## src/shared/uscg_pkg.sv

```systemverilog
/*
 Constants, types and register layout of the serial transceiver clock front end.
 Assumes an 8-bit register port with a 3-bit word address.
*/
package uscg_pkg;
   // register addresses
   localparam logic [2:0] ADDR_DIV_LOW = 3'h0;
   localparam logic [2:0] ADDR_DIV_HIGH = 3'h1;
   localparam logic [2:0] ADDR_CTRL_A = 3'h2;
   localparam logic [2:0] ADDR_CTRL_B = 3'h3;
   localparam logic [2:0] ADDR_CTRL_C = 3'h4;
   localparam logic [2:0] ADDR_DATA = 3'h5;
   localparam logic [2:0] ADDR_PIN_CTRL = 3'h6;
   // field positions
   localparam int A_RX_DONE = 7;
   localparam int A_TX_EMPTY = 5;
   localparam int A_FRAME_ERR = 4;
   localparam int A_OVERRUN = 3;
   localparam int A_PAR_ERR = 2;
   localparam int A_DOUBLE = 1;
   localparam int B_RX_EN = 4;
   localparam int B_TX_EN = 3;
   localparam int C_SYNC = 6;
   localparam int C_PAR_EN = 5;
   localparam int C_PAR_ODD = 4;
   localparam int C_TWO_STOP = 3;
   localparam int C_POL = 0;
   localparam int P_POWER_RED = 1;
   localparam int P_XCK_DIR = 0;
   // reset values
   localparam logic [11:0] DIV_RESET = 12'h000;
   localparam logic [7:0] CTRL_RESET = 8'h00;
   // sequencer last states and mid-bit sample points
   localparam logic [3:0] PH_LAST_NORMAL = 4'hf;
   localparam logic [3:0] PH_LAST_DOUBLE = 4'h7;
   localparam logic [3:0] PH_LAST_SYNC = 4'h1;
   localparam logic [3:0] PH_MID_NORMAL = 4'h7;
   localparam logic [3:0] PH_MID_DOUBLE = 4'h3;
   // frame geometry
   localparam logic [3:0] TX_BITS_BASE = 4'h9;
   localparam logic [3:0] RX_STOP_BASE = 4'h9;
   localparam logic [1:0] FIFO_FULL = 2'h2;

   typedef struct packed {
      logic fe;
      logic pe;
      logic [7:0] data;
   } uscg_rx_s;

   typedef enum logic [0:0] {
      RX_IDLE = 1'b0,
      RX_BUSY = 1'b1
   } uscg_rx_e;
endpackage : uscg_pkg

```

## src/hdl/uscg_top.sv

```systemverilog
/*
 Serial transceiver with baud generator, async/sync clocking, tx buffer
 and two-level rx buffer. Assumes CLK at 100 MHz, pins from other domains.
*/
// Chosen here: the address-and-strobe port and the register offsets.
// What this block does
// - Four clock modes: async normal, async double, sync master, sync slave.
// - In sync mode, clock pin direction picks master (out) or slave (in).
// - Transfer clock pin used only in synchronous mode.
// - Baud counter reloads divisor at zero and on divisor low byte write.
// - One baud tick each time the counter reaches zero.
// - Transmitter divides baud tick by 16, 8 or 2 per mode.
// - Receiver sequencer uses 16, 8 or 2 states from mode settings.
// - Bit rate is clock over 16, 8 or 2 times divisor plus one.
// - Divisor is twelve bits in high and low byte registers.
// - Double speed bit only affects asynchronous timing.
// - Double speed receiver runs 8 sequencer states per bit, not 16.
// - Slave clock passes synchroniser then edge detector before use.
// - Sync input sampled on the edge opposite to output change.
// - Polarity 0: change on rise, sample on fall; 1: reversed.
// - Block disabled unless power reduction bit is zero.
// - Single tx write buffer allows back-to-back frames with no gap.
// - Two-level receive buffer behind the rx shift register.
// - Receiver flags frame error, overrun and parity error.
// - Frame error only from the first stop bit; second one ignored.
module uscg_top
   import uscg_pkg::*;
(
   // clock and reset
   input wire logic CLK,
   input wire logic NRST,
   // register port
   input wire logic [2:0] ADDR,
   input wire logic [7:0] WDATA,
   input wire logic WR,
   input wire logic RD,
   output logic [7:0] RDATA,
   // serial data
   input wire logic RXD_I,
   output logic TXD_O,
   output logic TXD_OE,
   // transfer clock pin
   input wire logic XCK_I,
   output logic XCK_O,
   output logic XCK_OE
);
////////////////////////////////////////////////////////////////////////////////
   logic [1:0] rst_sync_reg;
   logic rst_n;

   always_ff @(posedge CLK or negedge NRST) begin
      if (!NRST) begin
         rst_sync_reg <= 2'b00;
      end else begin
         rst_sync_reg <= {rst_sync_reg[0], 1'b1};
      end
   end
   assign rst_n = rst_sync_reg[1];
////////////////////////////////////////////////////////////////////////////////
   logic [7:0] div_low_reg;
   logic [3:0] div_high_reg;
   logic [7:0] ctrl_a_reg;
   logic [7:0] ctrl_b_reg;
   logic [7:0] ctrl_c_reg;
   logic [7:0] pin_ctrl_reg;
   logic [11:0] divisor;
   logic low_wr, data_wr, data_rd;
   logic en, sync_m, master, slave, pol, par_en, par_odd;

   always_ff @(posedge CLK or negedge rst_n) begin
      if (!rst_n) begin
         div_low_reg <= DIV_RESET[7:0];
         div_high_reg <= DIV_RESET[11:8];
         ctrl_a_reg <= CTRL_RESET;
         ctrl_b_reg <= CTRL_RESET;
         ctrl_c_reg <= CTRL_RESET;
         pin_ctrl_reg <= CTRL_RESET;
      end else if (WR) begin
         case (ADDR)
            ADDR_DIV_LOW: div_low_reg <= WDATA;
            ADDR_DIV_HIGH: div_high_reg <= WDATA[3:0];
            ADDR_CTRL_A: ctrl_a_reg <= WDATA;
            ADDR_CTRL_B: ctrl_b_reg <= WDATA;
            ADDR_CTRL_C: ctrl_c_reg <= WDATA;
            ADDR_PIN_CTRL: pin_ctrl_reg <= WDATA;
            default: ;
         endcase
      end
   end

   assign divisor = {div_high_reg, div_low_reg};
   assign low_wr = WR && (ADDR == ADDR_DIV_LOW);
   assign data_wr = WR && (ADDR == ADDR_DATA);
   assign data_rd = RD && (ADDR == ADDR_DATA);
   assign en = !pin_ctrl_reg[P_POWER_RED];
   assign sync_m = ctrl_c_reg[C_SYNC];
   assign master = sync_m && pin_ctrl_reg[P_XCK_DIR];
   assign slave = sync_m && !pin_ctrl_reg[P_XCK_DIR];
   assign pol = ctrl_c_reg[C_POL];
   assign par_en = ctrl_c_reg[C_PAR_EN];
   assign par_odd = ctrl_c_reg[C_PAR_ODD];
////////////////////////////////////////////////////////////////////////////////
   // baud generator
   logic [11:0] bd_cnt_reg;
   logic baud_tick;

   always_ff @(posedge CLK or negedge rst_n) begin
      if (!rst_n) begin
         bd_cnt_reg <= DIV_RESET;
      end else if (low_wr) begin
         bd_cnt_reg <= {div_high_reg, WDATA};
      end else if (en) begin
         bd_cnt_reg <= (bd_cnt_reg == 12'h000) ? divisor : bd_cnt_reg - 12'h001;
      end
   end
   assign baud_tick = en && (bd_cnt_reg == 12'h000);
////////////////////////////////////////////////////////////////////////////////
   // pin synchronisers; s3 only feeds the edge detector
   logic rxd_s1_reg, rxd_s2_reg;
   logic xck_s1_reg, xck_s2_reg, xck_s3_reg;

   always_ff @(posedge CLK or negedge rst_n) begin
      if (!rst_n) begin
         rxd_s1_reg <= 1'b1;
         rxd_s2_reg <= 1'b1;
         xck_s1_reg <= 1'b0;
         xck_s2_reg <= 1'b0;
         xck_s3_reg <= 1'b0;
      end else begin
         rxd_s1_reg <= RXD_I;
         rxd_s2_reg <= rxd_s1_reg;
         xck_s1_reg <= XCK_I;
         xck_s2_reg <= xck_s1_reg;
         xck_s3_reg <= xck_s2_reg;
      end
   end
////////////////////////////////////////////////////////////////////////////////
   // transfer clock: master divides ticks by two, slave detects edges
   logic xck_reg;
   logic xck_rise, xck_fall, change_edge, sample_edge;

   always_ff @(posedge CLK or negedge rst_n) begin
      if (!rst_n) begin
         xck_reg <= 1'b0;
      end else if (!master) begin
         xck_reg <= 1'b0;
      end else if (baud_tick) begin
         xck_reg <= !xck_reg;
      end
   end

   always_comb begin
      if (master) begin
         xck_rise = baud_tick && !xck_reg;
         xck_fall = baud_tick && xck_reg;
      end else begin
         xck_rise = en && slave && xck_s2_reg && !xck_s3_reg;
         xck_fall = en && slave && !xck_s2_reg && xck_s3_reg;
      end
   end
   assign change_edge = pol ? xck_fall : xck_rise;
   assign sample_edge = pol ? xck_rise : xck_fall;
////////////////////////////////////////////////////////////////////////////////
   // per-mode sequencer length; double speed ignored in sync mode
   logic [3:0] ph_last, ph_mid;

   always_comb begin
      if (sync_m) begin
         ph_last = PH_LAST_SYNC;
         ph_mid = PH_LAST_SYNC;
      end else if (ctrl_a_reg[A_DOUBLE]) begin
         ph_last = PH_LAST_DOUBLE;
         ph_mid = PH_MID_DOUBLE;
      end else begin
         ph_last = PH_LAST_NORMAL;
         ph_mid = PH_MID_NORMAL;
      end
   end
////////////////////////////////////////////////////////////////////////////////
   // transmitter
   logic tx_run;
   logic [3:0] tx_ph_reg;
   logic tx_bit_en, tx_step, tx_load;
   logic [7:0] tx_buf_reg;
   logic tx_full_reg;
   logic [10:0] tx_sh_reg;
   logic [3:0] tx_cnt_reg;
   logic tx_out_reg;
   logic [10:0] tx_frame;
   logic [3:0] tx_len;

   assign tx_run = en && ctrl_b_reg[B_TX_EN];

   always_ff @(posedge CLK or negedge rst_n) begin
      if (!rst_n) begin
         tx_ph_reg <= 4'h0;
      end else if (!tx_run || sync_m) begin
         tx_ph_reg <= 4'h0;
      end else if (baud_tick) begin
         tx_ph_reg <= (tx_ph_reg == ph_last) ? 4'h0 : tx_ph_reg + 4'h1;
      end
   end
   assign tx_bit_en = !sync_m && baud_tick && (tx_ph_reg == ph_last);
   assign tx_step = tx_run && (sync_m ? change_edge : tx_bit_en);
   assign tx_load = tx_step && (tx_cnt_reg == 4'h0) && tx_full_reg;

   always_ff @(posedge CLK or negedge rst_n) begin
      if (!rst_n) begin
         tx_buf_reg <= 8'h00;
         tx_full_reg <= 1'b0;
      end else if (data_wr) begin
         tx_buf_reg <= WDATA;
         tx_full_reg <= 1'b1;
      end else if (tx_load) begin
         tx_full_reg <= 1'b0;
      end
   end

   assign tx_frame = par_en ? {2'b11, ^tx_buf_reg ^ par_odd, tx_buf_reg} :
                     {3'b111, tx_buf_reg};
   assign tx_len = TX_BITS_BASE + {3'b000, par_en} + {3'b000, ctrl_c_reg[C_TWO_STOP]};

   always_ff @(posedge CLK or negedge rst_n) begin
      if (!rst_n) begin
         tx_sh_reg <= 11'h7ff;
         tx_cnt_reg <= 4'h0;
         tx_out_reg <= 1'b1;
      end else if (!tx_run) begin
         tx_sh_reg <= 11'h7ff;
         tx_cnt_reg <= 4'h0;
         tx_out_reg <= 1'b1;
      end else if (tx_load) begin
         // next start bit follows the last stop bit directly
         tx_out_reg <= 1'b0;
         tx_sh_reg <= tx_frame;
         tx_cnt_reg <= tx_len;
      end else if (tx_step && tx_cnt_reg != 4'h0) begin
         tx_out_reg <= tx_sh_reg[0];
         tx_sh_reg <= {1'b1, tx_sh_reg[10:1]};
         tx_cnt_reg <= tx_cnt_reg - 4'h1;
      end
   end
////////////////////////////////////////////////////////////////////////////////
   // receiver
   uscg_rx_e rx_state_reg;
   logic rx_run, rx_samp, rx_done;
   logic [3:0] rx_ph_reg, rx_idx_reg, rx_stop_idx;
   logic [8:0] rx_sh_reg;
   logic [7:0] rx_data;
   uscg_rx_s rx_entry;

   assign rx_run = en && ctrl_b_reg[B_RX_EN];
   assign rx_stop_idx = RX_STOP_BASE + {3'b000, par_en};
   // single mid-bit sample; no majority vote, so noise immunity is reduced
   assign rx_samp = sync_m ? sample_edge : (baud_tick && rx_ph_reg == ph_mid);

   always_ff @(posedge CLK or negedge rst_n) begin
      if (!rst_n) begin
         rx_state_reg <= RX_IDLE;
         rx_ph_reg <= 4'h0;
         rx_idx_reg <= 4'h0;
         rx_sh_reg <= 9'h000;
      end else if (!rx_run) begin
         rx_state_reg <= RX_IDLE;
         rx_ph_reg <= 4'h0;
         rx_idx_reg <= 4'h0;
      end else begin
         case (rx_state_reg)
            RX_IDLE: begin
               rx_ph_reg <= 4'h0;
               rx_idx_reg <= 4'h0;
               if (sync_m) begin
                  if (sample_edge && !rxd_s2_reg) begin
                     rx_state_reg <= RX_BUSY;
                     rx_idx_reg <= 4'h1;
                  end
               end else if (baud_tick && !rxd_s2_reg) begin
                  rx_state_reg <= RX_BUSY;
               end
            end
            RX_BUSY: begin
               if (baud_tick) begin
                  rx_ph_reg <= (rx_ph_reg == ph_last) ? 4'h0 : rx_ph_reg + 4'h1;
               end
               if (rx_samp) begin
                  if (rx_idx_reg == 4'h0 && rxd_s2_reg) begin
                     rx_state_reg <= RX_IDLE;
                  end else if (rx_idx_reg == rx_stop_idx) begin
                     rx_state_reg <= RX_IDLE;
                  end else begin
                     rx_sh_reg <= {rxd_s2_reg, rx_sh_reg[8:1]};
                     rx_idx_reg <= rx_idx_reg + 4'h1;
                  end
               end
            end
            default: rx_state_reg <= RX_IDLE;
         endcase
      end
   end

   assign rx_done = rx_run && rx_state_reg == RX_BUSY && rx_samp && rx_idx_reg == rx_stop_idx;
   assign rx_data = par_en ? rx_sh_reg[7:0] : rx_sh_reg[8:1];
   assign rx_entry.data = rx_data;
   assign rx_entry.fe = !rxd_s2_reg;
   assign rx_entry.pe = par_en && (^rx_data ^ par_odd ^ rx_sh_reg[8]);
////////////////////////////////////////////////////////////////////////////////
   // two-level receive buffer
   uscg_rx_s fifo_mem [0:1];
   logic fifo_wp_reg, fifo_rp_reg;
   logic [1:0] fifo_cnt_reg;
   logic pop, push, overrun_reg;
   uscg_rx_s head;

   assign pop = data_rd && fifo_cnt_reg != 2'h0;
   assign push = rx_done && (fifo_cnt_reg != FIFO_FULL || pop);
   assign head = fifo_mem[fifo_rp_reg];

   always_ff @(posedge CLK) begin
      if (push) begin
         fifo_mem[fifo_wp_reg] <= rx_entry;
      end
   end

   always_ff @(posedge CLK or negedge rst_n) begin
      if (!rst_n) begin
         fifo_wp_reg <= 1'b0;
         fifo_rp_reg <= 1'b0;
         fifo_cnt_reg <= 2'h0;
      end else begin
         if (push) begin
            fifo_wp_reg <= !fifo_wp_reg;
         end
         if (pop) begin
            fifo_rp_reg <= !fifo_rp_reg;
         end
         fifo_cnt_reg <= fifo_cnt_reg + {1'b0, push} - {1'b0, pop};
      end
   end

   // a data read in the cycle a frame completes frees a slot, so the frame is kept and overrun clears
   always_ff @(posedge CLK or negedge rst_n) begin
      if (!rst_n) begin
         overrun_reg <= 1'b0;
      end else if (rx_done && !push) begin
         overrun_reg <= 1'b1;
      end else if (pop) begin
         overrun_reg <= 1'b0;
      end
   end
////////////////////////////////////////////////////////////////////////////////
   // read port
   logic [7:0] rdata_reg;

   always_ff @(posedge CLK or negedge rst_n) begin
      if (!rst_n) begin
         rdata_reg <= 8'h00;
      end else if (RD) begin
         case (ADDR)
            ADDR_DIV_LOW: rdata_reg <= div_low_reg;
            ADDR_DIV_HIGH: rdata_reg <= {4'h0, div_high_reg};
            ADDR_CTRL_A: rdata_reg <= {fifo_cnt_reg != 2'h0, 1'b0, !tx_full_reg,
                                       head.fe && fifo_cnt_reg != 2'h0, overrun_reg,
                                       head.pe && fifo_cnt_reg != 2'h0,
                                       ctrl_a_reg[A_DOUBLE], 1'b0};
            ADDR_CTRL_B: rdata_reg <= ctrl_b_reg & 8'h18;
            ADDR_CTRL_C: rdata_reg <= ctrl_c_reg & 8'h79;
            ADDR_DATA: rdata_reg <= (fifo_cnt_reg != 2'h0) ? head.data : 8'h00;
            ADDR_PIN_CTRL: rdata_reg <= pin_ctrl_reg & 8'h03;
            default: rdata_reg <= 8'h00;
         endcase
      end
   end

   assign RDATA = rdata_reg;
   assign TXD_O = tx_out_reg;
   assign TXD_OE = tx_run;
   assign XCK_O = xck_reg;
   assign XCK_OE = en && master;
////////////////////////////////////////////////////////////////////////////////
   property p_reload_zero;
      @(posedge CLK) disable iff (!rst_n)
      (baud_tick && !low_wr) |=> bd_cnt_reg == $past(divisor);
   endproperty
   a_reload_zero: assert property (p_reload_zero) else $error("no reload at zero");

   property p_reload_write;
      @(posedge CLK) disable iff (!rst_n)
      low_wr |=> bd_cnt_reg == divisor;
   endproperty
   a_reload_write: assert property (p_reload_write) else $error("no reload on write");

   property p_tx_div;
      @(posedge CLK) disable iff (!rst_n)
      (tx_step && !sync_m) |-> baud_tick && tx_ph_reg == (ctrl_a_reg[A_DOUBLE] ? 4'h7 : 4'hf);
   endproperty
   a_tx_div: assert property (p_tx_div) else $error("tx step off divide");

   property p_master_clk;
      @(posedge CLK) disable iff (!rst_n)
      (master && baud_tick) |=> XCK_O != $past(XCK_O);
   endproperty
   a_master_clk: assert property (p_master_clk) else $error("master clock not toggled");

   property p_pin_unused;
      @(posedge CLK) disable iff (!rst_n)
      (!sync_m || !en) |-> !XCK_OE && !xck_rise && !xck_fall;
   endproperty
   a_pin_unused: assert property (p_pin_unused) else $error("clock pin used in async");

   property p_power_off;
      @(posedge CLK) disable iff (!rst_n)
      !en |-> !TXD_OE && !baud_tick && !rx_done;
   endproperty
   a_power_off: assert property (p_power_off) else $error("active while powered down");

   property p_no_gap;
      @(posedge CLK) disable iff (!rst_n)
      (tx_step && tx_cnt_reg == 4'h0 && tx_full_reg) |=> !TXD_O;
   endproperty
   a_no_gap: assert property (p_no_gap) else $error("gap between frames");

   property p_sync_edge;
      @(posedge CLK) disable iff (!rst_n)
      (sync_m && tx_step) |-> (pol ? xck_fall : xck_rise) && !sample_edge;
   endproperty
   a_sync_edge: assert property (p_sync_edge) else $error("wrong change edge");

   property p_frame_err;
      @(posedge CLK) disable iff (!rst_n)
      push |=> fifo_mem[$past(fifo_wp_reg)].fe == !$past(rxd_s2_reg);
   endproperty
   a_frame_err: assert property (p_frame_err) else $error("frame error mismatch");

   property p_overrun;
      @(posedge CLK) disable iff (!rst_n)
      (rx_done && fifo_cnt_reg == FIFO_FULL && !pop) |=> overrun_reg && fifo_cnt_reg == FIFO_FULL;
   endproperty
   a_overrun: assert property (p_overrun) else $error("overrun not flagged");

   property p_slave_edge;
      @(posedge CLK) disable iff (!rst_n)
      (slave && xck_rise) |-> $past(XCK_I, 2) && !$past(XCK_I, 3);
   endproperty
   a_slave_edge: assert property (p_slave_edge) else $error("slave edge not synced");
endmodule : uscg_top

```

## config.mk

```make
export PLATFORM = sky130hd
export DESIGN_NAME = uscg_top
export DESIGN_NICKNAME = d
export VERILOG_FILES = /design/src/shared/uscg_pkg.sv /design/src/hdl/uscg_top.sv
export SDC_FILE = /design/constraint.sdc
export NUM_CORES = 1
export LEC_CHECK = 0
export CORE_ASPECT_RATIO = 1.25
export CORE_UTILIZATION = 30
export CTS_CLUSTER_DIAMETER = 60
export DETAILED_ROUTE_END_ITERATION = 7
export DONT_BUFFER_PORTS = 1
export PLACE_DENSITY = 0.45
export SLEW_MARGIN = 20
export SYNTH_ARGS = -nofsm -noshare
export SYNTH_HDL_FRONTEND = slang
export SYNTH_SLANG_ARGS = --single-unit
```

## constraint.sdc

```tcl
create_clock -name CLK -period 3.1 [get_ports CLK]
set_clock_uncertainty 0.05 [all_clocks]
set_input_delay 0.62 -clock CLK [delete_from_list [all_inputs] [get_ports CLK]]
set_output_delay 0.62 -clock CLK [all_outputs]
set_load 0.02 [all_outputs]
```

; After elaboration in Yosys (flattened, before gate mapping)
; Memories as Yosys holds them, arrays and structs flattened.
; Cells that the tools add are included.
[totals]
register_bits = 108
mem_bits_rw = 20
mem_count = 1
[memory_table]
columns = memory, words, word_bits, rd, rd_ports_with_merged_regs, wr, line_no
row1 = fifo_mem, 2, 10, 1, 0, 1, uscg_top.sv:308  ; uscg_rx_s fifo_mem [0:1];
[classes]
add_sub_neg = 9
n_eq_ne = 18
muxes = 56
bitwise_logic = 6
reduce_logical = 68
[op_table]
columns = cell, n
row1 = 4-bit 2-to-1 mux, 15
row2 = 8-bit one-hot mux with 7 select lines, 1
row3 = 12-bit 2-to-1 mux, 3
row4 = 1-bit logical AND, 35
row5 = 11-bit 2-to-1 mux, 3
row6 = 1-bit 2-to-1 mux, 26
row7 = 4-bit equality test, 4
row8 = 8-bit 2-to-1 mux, 2
row9 = 4-bit one-hot mux with 2 select lines, 2
row10 = 8-bit parity, 2
row11 = "4-bit by 1-bit adder with 4-bit output, second input constant", 3
row12 = 1-bit logical NOT, 12
row13 = 12-bit logical NOT, 1
row14 = 2-bit AND reduction, 6
row15 = "12-bit by 1-bit subtractor with 12-bit output, second input constant", 1
row16 = "3-bit equality test, second input constant", 3
row17 = 9-bit 2-to-1 mux, 1
row18 = "3-bit inequality test, second input constant", 3
row19 = 4-bit logical NOT, 2
row20 = 2-bit nonzero test, 4
row21 = "3-bit by 2-bit equality test with 1-bit output, second input constant", 2
row22 = 3-bit 2-to-1 mux, 2
row23 = 5-bit AND reduction, 1
row24 = 4-bit by 1-bit adder with 4-bit output, 1
row25 = 16 further kinds, 22

; Logic depth before layout (Yosys ltp)
; Gate-level depths: netlist (run 1).
[logic_depth]
ltp_word = 14
ltp_mapped = 12
mapped_depth_nobuf = 11

; Worst setup path after synthesis (run 1)
; Ideal clock, no wire load.
[synth_timing]
path_type = reg2reg
start = reg bd_cnt_reg[0]
end = mem fifo_mem[0][0] in the netlist's numbering, enable pin
setup_time_ps = 377
t_arrival_ps = 2783
slack_ps = -111
path_stages_with_launch = 10
path_buffers = 1
period_less_slack_ps = 3211
cell_sequence = dfrtp_1 > inv_1 > ha_1 > nor4b_4 > nand2_2 > or4_4 > and3_1 > buf_2 > a311oi_1 > nor2b_1
[synth_between]
elab_chain_len = 11
[synth_lines]
columns = element, line_no
row1 = from (decl), uscg_top.sv:104  ; logic [11:0] bd_cnt_reg;
row2 = from (signal assigned), uscg_top.sv:111  ; bd_cnt_reg <= {div_high_reg, WDATA};
row3 = from (signal assigned), uscg_top.sv:113  ; bd_cnt_reg <= (bd_cnt_reg == 12'h000) ? divisor : bd_cnt_reg - 12'h001;
row4 = 12-bit logical NOT (*), uscg_top.sv:116  ; assign baud_tick = en && (bd_cnt_reg == 12'h000);
row5 = 1-bit logical AND (*), uscg_top.sv:116
row6 = 1-bit logical AND (on tied branches), "uscg_top.sv:155, uscg_top.sv:154"
row7 = 1-bit 2-to-1 mux, uscg_top.sv:153  ; if (master) begin
row8 = 1-bit 2-to-1 mux, uscg_top.sv:162  ; assign sample_edge = pol ? xck_rise : xck_fall;
row9 = 1-bit 2-to-1 mux (*), uscg_top.sv:255  ; assign rx_samp = sync_m ? sample_edge : (baud_tick && rx_ph_reg == ph_mid);
row10 = 1-bit logical AND (*) (2 in series), uscg_top.sv:301  ; assign rx_done = rx_run && rx_state_reg == RX_BUSY && rx_samp && rx_idx_reg == rx_stop_idx;
row11 = 1-bit logical AND (*), uscg_top.sv:315  ; assign push = rx_done && (fifo_cnt_reg != FIFO_FULL || pop);
row12 = 1-bit 2-to-1 mux (*), uscg_top.sv:319  ; if (push) begin
row13 = 1-bit 2-to-1 mux (implied by the code) (*), uscg_top.sv:320  ; fifo_mem[fifo_wp_reg] <= rx_entry;
row14 = to (decl), uscg_top.sv:308
; Every way passes the cells marked *; elsewhere a longest branch is shown, timed or not.

; Worst setup path in the final report (run 1)
[layout_timing]
start = reg bd_cnt_reg[2]
end = mem fifo_mem[0][6] in the netlist's numbering, enable pin
; The elaborated chain is that of the path after synthesis.

==> reports/results.txt, run 1 <==
Status: complete, no violations
Vias: 4537
DRC: 0
Gate Count Post-Synth: 595
EDFF count, synth: 20
Multi-input gate area: 2844 µm²
Gr usage total: 0.1659
Register area share after synthesis: 0.5010
P per Cell Area: 685.6 nW/µm²
Yosys top cell by area: dfrtp_1
Root Driver: clkbuf_16
Slew Limit Fails: 0
# Post-CTS Setup Buffers: 0
Slew @ Worst Pin: 0.7402 ns
Die X: 130.8 µm
# hold bufs at CTS: 1
Largest register FFs: 20
IO Pins: 29
Leakage: 2.995 nW
Hold path depth: 0
Commonest cells post-synth: 88 x dfrtp_1, 52 x nand2_1, 43 x o21ai_0, 37 x inv_1, 35 x nor2_1
Crit Path Category: register to register
Synth top area share: 0.3538
Initial antenna violation count: 0
Synth area leaders: dfrtp_1 35%, edfxtp_1 9.7%, mux2_2 5.8%
Synth Warn #: 0
Fillers: 2031
Routed WL: 16.07 mm
Vias in the first global route: 4719
Nets: 635
Grt ovf: 0
CTS buffer count: 17
Clock buffer depth: 2
H-Tree Depth: 4
TritonCTS clock tree: built
Die Ht: 163.0 µm
Initial drt markers: 259
Flops & latches, synth: 120
FF+latch area: 3122 µm²
CTS clock-pin slew for the worst setup and hold paths: 0.06 ns
ANT nets after route: 0
Most used DFF post-synth: dfrtp_1
Core ar.: 20250 µm²
Final period utilization: 0.9381
R2R cell count: 7
Async SR Flop Fraction: 0.8333
Initial DRT Pass Iterations: 4
Starting density of the core: 0.3074
Flop-to-flop setup slack: 0.19 ns
Slew margin rel.: 0.5065
Worst r2r src: bd_cnt_reg[2]$_DFFE_PN0P_
CP required: 3.19 ns
Die ar.: 21330 µm²
Cell variety after synth: 66
Crit start category: register
Reg-to-Reg End: fifo_mem[0][6]$_DFFE_PP_
Pwr Total: 4.970 mW
Gpl congestion: 0.8002
Unrepaired setup endpoints after global routing: false
Arr. time, crit path: 2.99 ns
First-pass GRT wire length: 26.32 mm
Post-CTS Resized: 0
DP HPWL: 11.60 mm
Post-DR vias/cell: 5.098
Std cell rows: 58
Area growth, synth to finish: 16.49%
Endpoint, Worst Hold: rxd_s1_reg$_DFF_PN1_
Syn nets: 623
Count leader, synth: dfrtp_1
Setup crit end kind: register
Final setup violation count: 0
Max Fclk: 343.9 MHz
Setup TNS Final: 0 ns
ANT cells: 0
Min-delay worst type: input pin to register
Worst VDD drop: 0.4499 mV
Buffers on Ports: 0
Total of max-cap violations: 0
Clk sinks: 120
Post-synthesis instance area: 6223 µm²
Clk Latency, worst-skew pair: 0.43 ns
Number of hold violations in the final report: 0
Share of cells above drive strength 1: 0.1871
Period minus WS final: 2.908 ns
Syn_area_per_cell: 10.46 µm²
Largest net degree at the start of global routing: 68
Min-delay src: RXD_I
Worst-path fanout max: 10
Wirelength per Cell: 18.06 µm
## metal layers
metal,vias up,GRT usage,part of all wire
li1,2187,-,-
met1,2259,0.2055,0.45
met2,69,0.2768,0.50
met3,22,0.03734,0.028
met4,0,0.06635,0.023
met5,-,0,0
## kinds of logic (layout without fill, tap and decap cells)
family | Yosys count | after routing | share of synthesized area
compound gates | 141 | 141 | 0.1431
other cells | 1 | 1 | 0.0006026
buf+inv | 68 | 93 | 0.04242
simple gates | 174 | 174 | 0.1492
fa+ha+maj | 11 | 11 | 0.02211
flops | 120 | 120 | 0.5010
xor+xnor | 26 | 26 | 0.04101
mux | 54 | 54 | 0.1005
## layout make-up
cell class	instances	share of cell area
Inverter	37	0.01916
Clock buffer	17	0.05868
Tap cell	270	0.04660
Multi-Input combinational cell	407	0.3923
Sequential cell	120	0.4306
Clock inverter	15	0.02226
Timing Repair Buffer	24	0.03038
## worst max-delay path, stage by stage, from the launching register on
cell and delay, ns:
dfrtp_1 0.45, nor3_1 0.44, nand2_2 0.12, or4_4 0.55
and3_1 0.28, a311oi_1 0.32, nor2b_2 0.26, buf_12 0.15
## power by group
group / internal, mW / leakage, nW / switching (mW)
Clock: 1.14 / 0.278 / 0.838
Sequential: 1.79 / 1.43 / 0.301
Combinational: 0.411 / 1.28 / 0.491
Total: 3.34 / 2.99 / 1.63
## through the flow
step           cell area (µm²)  setup slack [ns]  cells    util  hold slack [ns]
2_1_floorplan             6226           0.06320    595       -           0.2744
3_3_place_gp              6653            0.2347    857  0.3286           0.2492
3_5_place_dp              6653            0.2290    857  0.3286           0.2515
4_1_cts                   7249            0.2107    890  0.3581           0.1205
5_1_grt                   7249           0.01332    890  0.3581           0.1182
6_report                  7249            0.1919    890  0.3581           0.1441
## layout by cell type, fill, tap and decap left out, types with 6 or more instances in the layout
master	n
o31ai_1	6
edfxtp_1	20
nor4_1	6
nor3_1	10
inv_1	37
a31oi_1	6
mux2_4	9
mux2_2	32
a22oi_1	9
inv_6	6
and2_1	6
xnor2_1	17
nand3b_1	13
dfstp_2	12
clkbuf_16	17
nand2_1	52
buf_4	20
xor2_1	7
nor2_1	35
dfrtp_1	87
mux2i_1	13
nand3_1	13
o21ai_0	43
and3_1	7
o22ai_1	14
ha_1	11
a21oi_1	27
## worst max path at each step
stage / startpoint / to / slack [ns]
floorplan: bd_cnt_reg[0]$_DFFE_PN0P_ / fifo_mem[0][0]$_DFFE_PP_ / 0.06
global placement: bd_cnt_reg[0]$_DFFE_PN0P_ / fifo_mem[0][5]$_DFFE_PP_ / 0.23
detailed placement: bd_cnt_reg[0]$_DFFE_PN0P_ / fifo_mem[0][4]$_DFFE_PP_ / 0.23
CTS: bd_cnt_reg[0]$_DFFE_PN0P_ / fifo_mem[0][6]$_DFFE_PP_ / 0.21
global route: bd_cnt_reg[0]$_DFFE_PN0P_ / fifo_mem[0][6]$_DFFE_PP_ / 0.01
finish: bd_cnt_reg[2]$_DFFE_PN0P_ / fifo_mem[0][6]$_DFFE_PP_ / 0.19
No activity file was read; power rests on OpenSTA's default activity.
==> run 2: changes to the inputs <==
- ABC_AREA: default -> 1
- PLACE_DENSITY: 0.45 -> 0.44
- clock period: 3.1 -> 3.15 ns (I/O delays scaled with it)
==> reports/results.txt, run 2 <==
Status: complete, no violations
Count leader, synth: nand2_1
Max Fclk: 357.7 MHz (+4.0%)
Setup crit end kind: register
Grt ovf: 0 (unchanged)
Die Ht: 162.8 µm (-0.16%)
Leakage: 3.176 nW (+6.0%)
ANT nets after route: 0 (unchanged)
Initial drt markers: 289 (+12%)
Share of cells above drive strength 1: 0.1266 (-0.06046)
Yosys top cell by area: dfrtp_1
Clk sinks: 120 (unchanged)
Buffers on Ports: 0 (unchanged)
Synth area leaders: dfrtp_1 35%, nand2_1 11%, edfxtp_1 9.7%
Post-DR vias/cell: 4.685 (-8.1%)
EDFF count, synth: 20 (unchanged)
Synth top area share: 0.3550 (+0.001142)
Clock buffer depth: 2 (unchanged)
Wirelength per Cell: 15.82 µm (-12%)
Root Driver: clkbuf_16
Crit Path Category: register to register
Fillers: 2157 (+6.2%)
First-pass GRT wire length: 26.52 mm (+0.76%)
Flops & latches, synth: 120 (unchanged)
Commonest cells post-synth: 180 x nand2_1, 92 x inv_1, 88 x dfrtp_1, 75 x o21ai_0, 46 x nand3_1
Slew margin rel.: 0.5987 (+0.09214)
Routed WL: 16.39 mm (+2.0%)
Initial DRT Pass Iterations: 4 (unchanged)
Final setup violation count: 0 (unchanged)
Number of hold violations in the final report: 0 (unchanged)
Setup TNS Final: 0 ns (unchanged)
Final cell count without fillers: 1036 (+16%)
FF+latch area: 3122 µm² (unchanged)
Min-delay src: RXD_I
Worst VDD drop: 0.3752 mV (-17%)
P per Cell Area: 657.4 nW/µm² (-4.1%)
Syn nets: 762 (+22%)
Worst r2r src: bd_cnt_reg[0]$_DFFE_PN0P_
CTS buffer count: 17 (unchanged)
Area growth, synth to finish: 15.43%
Most used DFF post-synth: dfrtp_1
Vias: 4854 (+7.0%)
Nets: 781 (+23%)
Syn_area_per_cell: 8.452 µm² (-19%)
Largest net degree at the start of global routing: 66 (-2.9%)
Flop-to-flop setup slack: 0.35 ns (+0.16 ns)
Pwr Total: 4.707 mW (-5.3%)
Most frequent cells in the layout: 180 x nand2_1, 92 x inv_1, 87 x dfrtp_1
Async SR Flop Fraction: 0.8333 (unchanged)
Die X: 130.6 µm (-0.16%)
Crit start category: register
Slew Limit Fails: 0 (unchanged)
Number of cells after detailed placement: 999 (+17%)
Register area share after synthesis: 0.5026 (+0.001617)
Gr usage total: 0.1677 (+0.001816)
Vias in the first global route: 4979 (+5.5%)
Synth Warn #: 0 (unchanged)
Starting density of the core: 0.3075 (about the same)
ANT cells: 0 (unchanged)
Clk Latency, worst-skew pair: 0.42 ns (about the same)
Gpl congestion: 0.8139 (+1.7%)
R2R cell count: 16 (+9)
Final period utilization: 0.8874 (-0.05069)
IO Pins: 29 (unchanged)
Hold path depth: 0 (unchanged)
Most common cell after layout, fill and taps aside: nand2_1
Arr. time, crit path: 3.05 ns (+0.06 ns)
Die ar.: 21260 µm² (-0.32%)
DP HPWL: 12.15 mm (+4.7%)
Std cell rows: 58 (unchanged)
Reg-to-Reg End: fifo_cnt_reg[1]$_DFF_PN0_
Endpoint, Worst Hold: rxd_s1_reg$_DFF_PN1_
Gate Count Post-Synth: 734 (+23%)
Post-synthesis instance area: 6203 µm² (-0.32%)
Min-delay worst type: input pin to register
CTS clock-pin slew for the worst setup and hold paths: 0.06 ns (about the same)
Total of max-cap violations: 0 (unchanged)
Core ar.: 20170 µm² (-0.36%)
Slew @ Worst Pin: 0.6003 ns (-0.1399 ns)
Multi-input gate area: 2636 µm² (-7.3%)
CP required: 3.41 ns (+0.22 ns)
Largest register FFs: 20 (unchanged)
Unrepaired setup endpoints after global routing: false
Worst-path fanout max: 13 (+3)
H-Tree Depth: 4 (unchanged)
Initial antenna violation count: 0 (unchanged)
TritonCTS clock tree: built
DRC: 0 (unchanged)
Period minus WS final: 2.795 ns (-0.1128 ns)
Cell variety after synth: 44 (-33%)
run 2: changes by cell type after synthesis, moves of 16 or more:
cell,before,now
clkbuf_1,26,10
nand3_1,13,46
nand2_1,52,180
mux2_2,32,1
o21ai_0,43,75
inv_1,37,92
run 2: cell families (layout without fill, tap and decap cells):
kind of cell | count (synthesis) | in the layout | share of synthesized area
mux | 3 | 3 | 0.005042
fa+ha+maj | 11 | 11 | 0.02219
simple gates | 321 | 321 | 0.2299
flops | 120 | 120 | 0.5026
compound gates | 136 | 136 | 0.1277
other cells | 1 | 1 | 0.0006045
xor+xnor | 28 | 28 | 0.03953
buf+inv | 114 | 146 | 0.07241
run 2: worst max-delay path by stage:
stage / startpoint / end / slack (ns) / cells past startpoint
global route: ctrl_c_reg[6]$_DFFE_PN0P_ / fifo_cnt_reg[1]$_DFF_PN0_ / 0.02 / 14
CTS: bd_cnt_reg[0]$_DFFE_PN0P_ / fifo_cnt_reg[1]$_DFF_PN0_ / 0.29 / 16
floorplan: rst_sync_reg[1]$_DFF_PN0_ / RDATA[0]$_DFFE_PN0P_ / 0.13 / 0
global placement: bd_cnt_reg[0]$_DFFE_PN0P_ / fifo_cnt_reg[1]$_DFF_PN0_ / 0.49 / 16
finish: bd_cnt_reg[0]$_DFFE_PN0P_ / fifo_cnt_reg[1]$_DFF_PN0_ / 0.35 / 16
detailed placement: bd_cnt_reg[0]$_DFFE_PN0P_ / fifo_cnt_reg[1]$_DFF_PN0_ / 0.32 / 16
run 2: through the flow:
step / area [µm²] / utilization / hold slack, ns / setup WS, ns
detailed placement: 6566 / 0.3255 / 0.2663 / 0.3176
global route: 7161 / 0.3549 / 0.1266 / 0.01864
finish: 7161 / 0.3549 / 0.1519 / 0.3547
floorplan: 6203 / - / 0.2812 / 0.1291
global placement: 6566 / 0.3255 / 0.2668 / 0.4880
CTS: 7131 / 0.3534 / 0.1323 / 0.2934
run 2: critical path, cell delays in order, from the launching register on:
cell and delay, ns:
dfrtp_1 0.35, inv_1 0.13, ha_1 0.18, inv_1 0.06, nor2_1 0.11, nand3_2 0.10
nor2_4 0.17, inv_2 0.14, nor3_4 0.19, nand3_2 0.11, o21ai_4 0.18, nand3_1 0.14
o21ai_0 0.18, ha_1 0.18, xor2_1 0.19, nand3b_1 0.16, nand2_1 0.06
run 2: repair_timing:
item,CTS,global route
setup buffers,0,4
resized for setup,0,0
hold buffers,1,0
setup endpoints to repair,0,1
endpoints found under the hold margin,2,0
run 2: layer usage:
metal  share of wire  track usage  up-vias
met4          0.0093      0.05329        0
met3           0.046      0.04928        9
met5               0            0        -
met1            0.42       0.1932     2325
li1                -            -     2453
met2            0.52       0.2941       67
run 2: where the power goes:
group / switching [mW] / internal [mW] / total (mW)
Sequential: 0.210 / 1.75 / 1.96
Combinational: 0.578 / 0.322 / 0.900
Clock: 0.763 / 1.08 / 1.85
Total: 1.55 / 3.16 / 4.71
run 2: cell type report:
class,instances,area share
clock buffers,17,0.05941
clock inverters,15,0.01800
inverters,96,0.05032
multi-input cells,500,0.3682
flip-flops and latches,120,0.4360
well taps,270,0.04718
repair buffers,18,0.02097
